--- src/rtl/dma_trig_pkg.sv ---
package dma_trig_pkg;

   //////////////////////////////////////////////////////////////////////////
   // Register byte offsets
   localparam logic [7:0] OFS_IRQ_TRIGGER = 8'h00;   // Channel interrupt and trigger register
   localparam logic [7:0] OFS_CHAN_CTRL   = 8'h04;   // Channel enable and dummy write mode
   localparam logic [7:0] OFS_SOURCE      = 8'h08;   // Source pointer
   localparam logic [7:0] OFS_DEST        = 8'h0C;   // Destination pointer
   localparam logic [7:0] OFS_COUNT       = 8'h10;   // Transaction counter
   localparam logic [7:0] OFS_HIGH_LIMIT  = 8'h14;   // High address limit
   localparam logic [7:0] OFS_LOW_LIMIT   = 8'h18;   // Low address limit
   localparam logic [7:0] OFS_INT_STATUS  = 8'h1C;   // Sticky event status, write one to clear
   localparam logic [7:0] OFS_INT_MASK    = 8'h20;   // Event mask

   //////////////////////////////////////////////////////////////////////////
   // Field positions of the interrupt and trigger register
   localparam int BIT_PENDING  = 15;   // Buffered write pending, read only
   localparam int BIT_SEL_LO   = 8;    // Trigger selector low bit
   localparam int BIT_HIGH     = 7;    // High limit flag
   localparam int BIT_LOW      = 6;    // Low limit flag
   localparam int BIT_DONE     = 5;    // Completion flag
   localparam int BIT_HALF     = 4;    // Halfway flag
   localparam int BIT_OVERRUN  = 3;    // Overrun flag
   localparam int BIT_HALF_EN  = 0;    // Halfway interrupt enable
   // Control register fields
   localparam int BIT_CHAN_EN  = 0;    // Channel enable
   localparam int BIT_DUMMY    = 10;   // Dummy write mode
   // Event status and mask layout
   localparam int EV_DONE = 0, EV_HALF = 1, EV_OVERRUN = 2, EV_HIGH = 3, EV_LOW = 4;

   //////////////////////////////////////////////////////////////////////////
   // Selector codes and memory map
   localparam logic [5:0]  SEL_NONE_LO  = 6'h00;     // Unimplemented code
   localparam logic [5:0]  SEL_NONE_HI  = 6'h3D;     // First of the unimplemented top codes
   localparam logic [15:0] SFR_TOP      = 16'h07FF;  // Last address of the register space
   localparam logic [15:0] RAM_TOP      = 16'hFFFF;  // Top of data RAM, plain default
   localparam logic [15:0] RESET_ZERO   = 16'h0000;  // Reset value of every 16-bit register
   localparam logic [15:0] PTR_STEP     = 16'h0002;  // Word step of the pointers
   localparam logic [1:0]  RESP_OKAY    = 2'b00;
   localparam logic [1:0]  RESP_SLVERR  = 2'b10;

   // One-hot channel states
   typedef enum logic [3:0] {
      ST_IDLE  = 4'b0001,
      ST_READ  = 4'b0010,
      ST_WRITE = 4'b0100,
      ST_DUMMY = 4'b1000
   } chan_state_t;

   // One access of the channel on the data bus
   typedef struct packed {
      logic        valid;   // Access under way this cycle
      logic        write;   // Write when high, read when low
      logic [15:0] addr;    // Byte address
      logic [15:0] data;    // Write data
   } mem_req_t;

endpackage

--- src/rtl/dma_channel_trigger_and_flags.sv ---
// Operation
// [RQ1] Pending flag high until buffered word stored
// [RQ2] Six-bit selector; four codes select nothing
// [RQ3] Selector routes one event source as trigger
// [RQ4] Access above high limit sets flag
// [RQ5] Access below low limit, above registers
// [RQ6] Limit check runs alongside, never blocks
// [RQ7] Completion flag reflects previous session outcome
// [RQ8] Halfway flag at counter midpoint
// [RQ9] Trigger during running operation sets overrun
// [RQ10] Halfway enable adds midpoint interrupt
// [RQ11] Software flag sets raise no interrupt
// [RQ12] Unused bits read zero; pending read-only
// [RQ13] Dummy mode adds write to source
// [RQ14] Channel runs only while enabled
// [RQ15] Software loads limits before enabling
// [RQ16] Flags sticky until cleared; zero after reset
// [RQ17] Interrupt request is single-cycle pulse
`timescale 1ns/1ps
module dma_channel_trigger_and_flags
   import dma_trig_pkg::*;
(
   input  wire logic        aclk,
   input  wire logic        aresetn,
   input  wire logic [7:0]  s_axi_awaddr,
   input  wire logic        s_axi_awvalid,
   output logic             s_axi_awready,
   input  wire logic [31:0] s_axi_wdata,
   input  wire logic [3:0]  s_axi_wstrb,
   input  wire logic        s_axi_wvalid,
   output logic             s_axi_wready,
   output logic [1:0]       s_axi_bresp,
   output logic             s_axi_bvalid,
   input  wire logic        s_axi_bready,
   input  wire logic [7:0]  s_axi_araddr,
   input  wire logic        s_axi_arvalid,
   output logic             s_axi_arready,
   output logic [31:0]      s_axi_rdata,
   output logic [1:0]       s_axi_rresp,
   output logic             s_axi_rvalid,
   input  wire logic        s_axi_rready,
   input  wire logic [63:0] trigger_events,
   input  wire logic [15:0] mem_rdata,
   output mem_req_t         mem_req,
   output logic             irq_request,
   output logic             done_pulse,
   output logic             irq
);

   ////////////////////////////////////////////////////////////////////////////
   // Declarations
   chan_state_t state;                 // Channel sequencer
   logic [15:0] source_pointer;        // Source address
   logic [15:0] destination_pointer;   // Destination address
   logic [15:0] transaction_counter;   // Remaining operations
   logic [15:0] start_count;           // Count loaded by software
   logic [15:0] high_address_limit;    // Upper boundary
   logic [15:0] low_address_limit;     // Lower boundary
   logic [15:0] buffer_word;           // Staged data word
   logic        buffered_write_pending;
   logic [5:0]  trigger_selector;
   logic        high_limit_flag, low_limit_flag, completion_flag;
   logic        halfway_flag, overrun_flag, halfway_interrupt_enable;
   logic        channel_enable, dummy_write_mode;
   logic [4:0]  int_status, int_mask;  // Sticky events and their mask
   logic        aw_held, w_held;       // Write channel halves taken
   logic [7:0]  aw_addr;
   logic [31:0] w_data;
   logic [3:0]  w_strb;
   logic        do_write;              // Register write this cycle
   logic        trig, op_end, done_evt, half_evt, ovr_evt, high_evt, low_evt;
   logic [15:0] next_count;
   logic [15:0] irq_view;              // Read view of the interrupt register

   ////////////////////////////////////////////////////////////////////////////
   // Functions
   // Merge the two low byte lanes of a write into a 16-bit register
   function automatic logic [15:0] merge16(input logic [15:0] old, input logic [31:0] d, input logic [3:0] s);
      merge16 = {s[1] ? d[15:8] : old[15:8], s[0] ? d[7:0] : old[7:0]};
   endfunction

   // A code selects a source unless it is one of the unimplemented ones
   function automatic logic sel_valid(input logic [5:0] sel);
      sel_valid = (sel != SEL_NONE_LO) && (sel < SEL_NONE_HI);
   endfunction

   ////////////////////////////////////////////////////////////////////////////
   // Trigger routing and sequencer events
   assign trig       = sel_valid(trigger_selector) && trigger_events[trigger_selector];   // RQ2 RQ3
   assign op_end     = (state == ST_WRITE && !dummy_write_mode) || state == ST_DUMMY;
   assign next_count = transaction_counter - 16'h0001;
   assign done_evt   = op_end && channel_enable && next_count == RESET_ZERO;
   assign half_evt   = op_end && channel_enable && next_count == (start_count >> 1) && next_count != RESET_ZERO;
   assign ovr_evt    = trig && channel_enable && state != ST_IDLE;                        // RQ9
   assign do_write   = aw_held && w_held && !s_axi_bvalid;

   // Current bus access, offered while the limit check runs beside it
   always_comb begin
      mem_req.valid = state != ST_IDLE;
      mem_req.write = state == ST_WRITE || state == ST_DUMMY;
      mem_req.addr  = (state == ST_WRITE) ? destination_pointer : source_pointer;
      mem_req.data  = buffer_word;
   end

   // Limit comparison after the fact; the access is never held back
   assign high_evt = mem_req.valid && (mem_req.addr > high_address_limit || mem_req.addr > RAM_TOP);   // RQ4 RQ6
   assign low_evt  = mem_req.valid && mem_req.addr < low_address_limit && mem_req.addr > SFR_TOP;     // RQ5 RQ6

   // Pulses come only from hardware events, never from register writes
   assign irq_request = done_evt || (half_evt && halfway_interrupt_enable);                // RQ10 RQ11 RQ17
   assign done_pulse  = done_evt;
   assign irq         = |(int_status & int_mask);

   ////////////////////////////////////////////////////////////////////////////
   // Channel sequencer: read source, write destination, optional dummy write
   always_ff @(posedge aclk) begin
      if (!aresetn) begin
         state <= ST_IDLE;
      end else if (!channel_enable) begin
         state <= ST_IDLE;                                                               // RQ14
      end else begin
         case (state)
            ST_IDLE:  if (trig && transaction_counter != RESET_ZERO) begin
                         state <= ST_READ;
                      end
            ST_READ:  state <= ST_WRITE;
            ST_WRITE: state <= dummy_write_mode ? ST_DUMMY : ST_IDLE;                      // RQ13
            ST_DUMMY: state <= ST_IDLE;
            default:  state <= ST_IDLE;
         endcase
      end
   end

   // Staged word and its pending flag
   always_ff @(posedge aclk) begin
      if (!aresetn) begin
         buffer_word            <= RESET_ZERO;
         buffered_write_pending <= 1'b0;
      end else if (state == ST_READ && channel_enable) begin
         buffer_word            <= mem_rdata;
         buffered_write_pending <= 1'b1;                                                 // RQ1
      end else if (op_end || !channel_enable) begin
         buffered_write_pending <= 1'b0;                                                 // RQ1
      end
   end

   // Pointers and counter: software loads, hardware steps after each operation unless a load lands in the same cycle
   always_ff @(posedge aclk) begin
      if (!aresetn) begin
         source_pointer      <= RESET_ZERO;
         destination_pointer <= RESET_ZERO;
         transaction_counter <= RESET_ZERO;
         start_count         <= RESET_ZERO;
      end else if (do_write && aw_addr == OFS_SOURCE) begin
         source_pointer <= merge16(source_pointer, w_data, w_strb);
      end else if (do_write && aw_addr == OFS_DEST) begin
         destination_pointer <= merge16(destination_pointer, w_data, w_strb);
      end else if (do_write && aw_addr == OFS_COUNT) begin
         transaction_counter <= merge16(transaction_counter, w_data, w_strb);
         start_count         <= merge16(transaction_counter, w_data, w_strb);
      end else if (op_end && channel_enable) begin
         source_pointer      <= source_pointer + PTR_STEP;
         destination_pointer <= destination_pointer + PTR_STEP;
         transaction_counter <= next_count;
      end
   end

   ////////////////////////////////////////////////////////////////////////////
   // Configuration registers
   always_ff @(posedge aclk) begin
      if (!aresetn) begin
         trigger_selector         <= 6'h00;
         halfway_interrupt_enable <= 1'b0;
         channel_enable           <= 1'b0;
         dummy_write_mode         <= 1'b0;
         high_address_limit       <= RESET_ZERO;
         low_address_limit        <= RESET_ZERO;
         int_mask                 <= 5'h00;
      end else if (do_write) begin
         case (aw_addr)
            OFS_IRQ_TRIGGER: begin
               if (w_strb[1]) trigger_selector <= w_data[BIT_SEL_LO +: 6];                 // RQ2
               if (w_strb[0]) halfway_interrupt_enable <= w_data[BIT_HALF_EN];
            end
            OFS_CHAN_CTRL: begin
               if (w_strb[0]) channel_enable <= w_data[BIT_CHAN_EN];                       // RQ14
               if (w_strb[1]) dummy_write_mode <= w_data[BIT_DUMMY];
            end
            OFS_HIGH_LIMIT: high_address_limit <= merge16(high_address_limit, w_data, w_strb);
            OFS_LOW_LIMIT:  low_address_limit <= merge16(low_address_limit, w_data, w_strb);
            OFS_INT_MASK:   if (w_strb[0]) int_mask <= w_data[4:0];
            default: ;
         endcase
      end
   end

   // Sticky channel flags; software writes store, hardware sets win
   always_ff @(posedge aclk) begin
      if (!aresetn) begin
         {high_limit_flag, low_limit_flag, completion_flag, halfway_flag, overrun_flag} <= 5'h00;   // RQ16
      end else begin
         if (do_write && aw_addr == OFS_IRQ_TRIGGER && w_strb[0]) begin
            {high_limit_flag, low_limit_flag, completion_flag, halfway_flag, overrun_flag} <=
               w_data[BIT_HIGH:BIT_OVERRUN] | {high_evt, low_evt, done_evt, half_evt, ovr_evt};   // RQ11 RQ16
         end else begin
            if (high_evt) high_limit_flag <= 1'b1;                                        // RQ4
            if (low_evt) low_limit_flag <= 1'b1;                                          // RQ5
            if (done_evt) completion_flag <= 1'b1;                                        // RQ7
            if (half_evt) halfway_flag <= 1'b1;                                           // RQ8
            if (ovr_evt) overrun_flag <= 1'b1;                                            // RQ9
         end
      end
   end

   // Event status for the interrupt output, write one to clear, set wins
   always_ff @(posedge aclk) begin
      if (!aresetn) begin
         int_status <= 5'h00;
      end else begin
         int_status <= (int_status & ~((do_write && aw_addr == OFS_INT_STATUS && w_strb[0]) ? w_data[4:0] : 5'h00))
                       | {low_evt, high_evt, ovr_evt, half_evt, done_evt};
      end
   end

   ////////////////////////////////////////////////////////////////////////////
   // AXI4-Lite write channels, address and data taken in either order
   assign s_axi_awready = !aw_held && !s_axi_bvalid;
   assign s_axi_wready  = !w_held && !s_axi_bvalid;

   always_ff @(posedge aclk) begin
      if (!aresetn) begin
         aw_held      <= 1'b0;
         w_held       <= 1'b0;
         aw_addr      <= 8'h00;
         w_data       <= 32'h0000_0000;
         w_strb       <= 4'h0;
         s_axi_bvalid <= 1'b0;
         s_axi_bresp  <= RESP_OKAY;
      end else begin
         if (s_axi_awvalid && s_axi_awready) begin
            aw_held <= 1'b1;
            aw_addr <= {s_axi_awaddr[7:2], 2'b00};
         end
         if (s_axi_wvalid && s_axi_wready) begin
            w_held <= 1'b1;
            w_data <= s_axi_wdata;
            w_strb <= s_axi_wstrb;
         end
         if (do_write) begin
            aw_held      <= 1'b0;
            w_held       <= 1'b0;
            s_axi_bvalid <= 1'b1;
            s_axi_bresp  <= (aw_addr > OFS_INT_MASK) ? RESP_SLVERR : RESP_OKAY;
         end else if (s_axi_bready) begin
            s_axi_bvalid <= 1'b0;
         end
      end
   end

   // Read view: unused bits zero, pending flag visible but never written
   assign irq_view = {buffered_write_pending, 1'b0, trigger_selector, high_limit_flag, low_limit_flag,
                      completion_flag, halfway_flag, overrun_flag, 2'b00, halfway_interrupt_enable};   // RQ12

   // AXI4-Lite read channel, answer one cycle after the address
   assign s_axi_arready = !s_axi_rvalid;

   always_ff @(posedge aclk) begin
      if (!aresetn) begin
         s_axi_rvalid <= 1'b0;
         s_axi_rdata  <= 32'h0000_0000;
         s_axi_rresp  <= RESP_OKAY;
      end else if (s_axi_arvalid && s_axi_arready) begin
         s_axi_rvalid <= 1'b1;
         s_axi_rresp  <= RESP_OKAY;
         case ({s_axi_araddr[7:2], 2'b00})
            OFS_IRQ_TRIGGER: s_axi_rdata <= {16'h0000, irq_view};
            OFS_CHAN_CTRL:   s_axi_rdata <= {21'h000000, dummy_write_mode, 9'h000, channel_enable};
            OFS_SOURCE:      s_axi_rdata <= {16'h0000, source_pointer};
            OFS_DEST:        s_axi_rdata <= {16'h0000, destination_pointer};
            OFS_COUNT:       s_axi_rdata <= {16'h0000, transaction_counter};
            OFS_HIGH_LIMIT:  s_axi_rdata <= {16'h0000, high_address_limit};
            OFS_LOW_LIMIT:   s_axi_rdata <= {16'h0000, low_address_limit};
            OFS_INT_STATUS:  s_axi_rdata <= {27'h0000000, int_status};
            OFS_INT_MASK:    s_axi_rdata <= {27'h0000000, int_mask};
            default: begin
               s_axi_rdata <= 32'h0000_0000;
               s_axi_rresp <= RESP_SLVERR;
            end
         endcase
      end else if (s_axi_rready) begin
         s_axi_rvalid <= 1'b0;
      end
   end
endmodule

--- config.mk ---
export PLATFORM = sky130hd
export DESIGN_NAME = dma_channel_trigger_and_flags
export DESIGN_NICKNAME = d
export VERILOG_FILES = /design/src/rtl/dma_trig_pkg.sv /design/src/rtl/dma_channel_trigger_and_flags.sv
export SDC_FILE = /design/constraint.sdc
export NUM_CORES = 1
export LEC_CHECK = 0
export BUFFER_PORTS_ARGS = -buffer_cell sky130_fd_sc_hd__buf_2
export CELL_PAD_IN_SITES_DETAIL_PLACEMENT = 0
export CELL_PAD_IN_SITES_GLOBAL_PLACEMENT = 1
export CORE_ASPECT_RATIO = 1.1
export CORE_UTILIZATION = 45
export DETAILED_ROUTE_END_ITERATION = 12
export PLACE_DENSITY = 0.95
export RECOVER_POWER = 25
export REMOVE_ABC_BUFFERS = 1
export SYNTH_ARGS = -nofsm -noshare
export SYNTH_HDL_FRONTEND = slang
export SYNTH_SLANG_ARGS = --single-unit
--- constraint.sdc ---
create_clock -name aclk -period 7.6 [get_ports aclk]
set_clock_uncertainty 0.05 [all_clocks]
set_input_delay 0.76 -clock aclk [delete_from_list [all_inputs] [get_ports aclk]]
set_output_delay 0.76 -clock aclk [all_outputs]
set_load 0.01 [all_outputs]
==> results.ini <==
[sta]
min_period_over_period=0.628
setup_viol=0
slew_headroom=-0.558
layout_setup_ws_ns=2.83
final.min_clock_period_ns=4.77
hold_viol=0
fin_setup_tns_ns=0
maxSlewViolCount=41
worst_hold_slack_ns=0.405
rsz0062_at_grt=no
clock.fmax_mhz=210
tightest_slew_ns=2.34

[synth]
syn_area_mm2=0.0115
syn-mean-instance-area_um2=7.88
synth_edf_count=0
synth_seq_cells=186
netlist_instances=1464
synth.distinct_cells=78
ys.flop_type=dfxtp_1
synth-async-reset-ratio=0
yosysTopAreaCellShare=0.323
synth_top_cell_by_area=dfxtp_1
synth_seq_area_share=0.323
yosysWarningCount=0
synth.area.top_cells=dfxtp_1, mux2i_1, a21oi_1, nor2_1, nand2_1

[finish]
nets=1731
synthToLayoutAreaGrowth_pct=12.8
drive_gt1_frac=0.158
postLayoutCoreUtil=0.515
final_common_cell=dfxtp_1
mostFrequentLayoutCells=dfxtp_1, nor2_1, nand2_1
final_cells=1918
design_area_mm2=0.0130

[floorplanning]
fp.dieArea_mm2=0.0263
fp.dieH_um=170
start_util=0.457
io_pins=217
placementRows=61
fp.dieW_um=155
core-area_mm2=0.0253

[global_routing]
grt_max_degree=86
grt_pass1_wl_um=59300
antenna_found_initial=0
grt_pass1_vias=10761
overflow=0
grt.total_usage=0.292

[pwr]
seq_power_share=0.484
p_clk_frac=0.432
peakVddDrop_v=0.000113
p_per_area_mw_per_mm2=161
intPower_mw=1.53
power_mw=2.10
switching_share=0.270
switchingPower_mw=0.565
leakagePower_nw=4.89
p_comb_frac=0.084

[flow_run]
max-cap-violations=1

[clock_network]
cts.sinks=186
hold_buffers=0
htree_levels=4
cts_setup_buffers=0
clk_pin_slew_ns=0.07
cts-resized-gates=0
numCtsBuffers=17
cts_tree=done
clkLatencyLatePin_ns=0.44
cts_buffer_depth=2
cts_root_buffer=clkbuf_16

[routing]
route.detailed.wl_per_inst_um=20.1
vias_per_cell=6.12
ant_nets=0
drc_errors=0
drtIter0Drc=1104
vias=11733
routed_wl_um=38500
dr.pass1.iters=8

[setup_path]
critPathLaunchType=flop
worst-path-max-fanout=11
critPathRequiredTime_ns=6.79
end_kind=output pin
cp.arrival_ns=3.96
crit_type=flop to output pin

[place]
portBuffers=172
globalplace.congestion=0.963
placed_cell_area_mm2=0.0125
dp_slack_ns=3.37
place_hpwl_um=27100
placed_cells=1885

[run_status]
status=finished, violations left
violations=capacitance limit, slew limit

[hold_path]
hp-class=flop to flop

==> worst max-delay path: stages (launching register included) <==
cell	delay (ns)
dfxtp_1	0.43
inv_1	0.18
ha_1	0.35
or3b_2	0.64
nor4_4	0.46
xnor2_1	0.25
o21ai_0	0.13
or3_1	0.31
o41ai_1	0.54
buf_2	0.23
==> cell usage after synthesis (15+ instances only) <==
master,instances
mux4_2,22
nand3_1,37
inv_1,48
a22oi_1,18
mux2_2,17
ha_1,34
a211oi_1,16
buf_4,19
nand2b_1,17
o22ai_1,19
and3_1,15
dfxtp_1,186
nor3_1,26
nand2_1,175
nand4_1,21
nor2_1,180
o21ai_0,66
xnor2_1,17
clkbuf_1,90
a21oi_1,145
mux2i_1,78
==> cell families after synthesis <==
family                   share of synthesized area
other                                     0.000325
multiplexers                                 0.127
AO/OA/AOI/OAI                                0.210
buffers and inverters                       0.0660
XOR/XNOR                                    0.0210
flip-flops                                   0.323
adder cells (fa/ha/maj)                     0.0369
AND/OR/NAND/NOR                              0.216
==> power by group through the flow <==
stage | registers, mW | clock network (mW) | logic (mW)
floorplan | 1.03 | 0 | 0.0925
global placement | 1.04 | 0 | 0.171
detailed placement | 1.04 | 0 | 0.174
CTS | 1.02 | 0.914 | 0.175
global route | 1.02 | 0.953 | 0.192
finish | 1.02 | 0.906 | 0.175
==> layout make-up <==
type | instances | area [µm²]
timing repair buffer | 189 | 941
sequential | 186 | 3720
fill | 2470 | 12200
multi-input combinational | 1115 | 7150
tap | 346 | 433
inverter | 49 | 186
clock buffer | 19 | 453
clock inverter | 13 | 133
antenna | 1 | 2.50
==> worst paths after layout <==
check                           cells past startpoint           start  slack (ns)              to
worst min register to register                      2  buffer_word[7]        0.40  buffer_word[7]
worst max register to register                     10        state[2]        4.20   int_status[4]
worst max-delay path                                9            flop        2.83     irq_request
worst min-delay path                                2  buffer_word[7]        0.40  buffer_word[7]
==> routing by layer <==
layer / GRT usage / up-vias / part of all wire
li1: - / 5423 / -
met1: 0.375 / 5490 / 0.41
met2: 0.470 / 699 / 0.45
met3: 0.0509 / 121 / 0.089
met4: 0.148 / 0 / 0.046
met5: 0 / - / 0
==> registers in the layout, summed over array words and instances, names as in the netlist, 6 cells and up, named ones only <==
register             cells
buffer_word             16
source_pointer          16
s_axi_rdata             16
trigger_selector         6
w_data                  16
high_address_limit      16
aw_addr                  6
destination_pointer     16
transaction_counter     15
low_address_limit       16
start_count             15
Note: power is estimated with default switching activity, not from simulation.
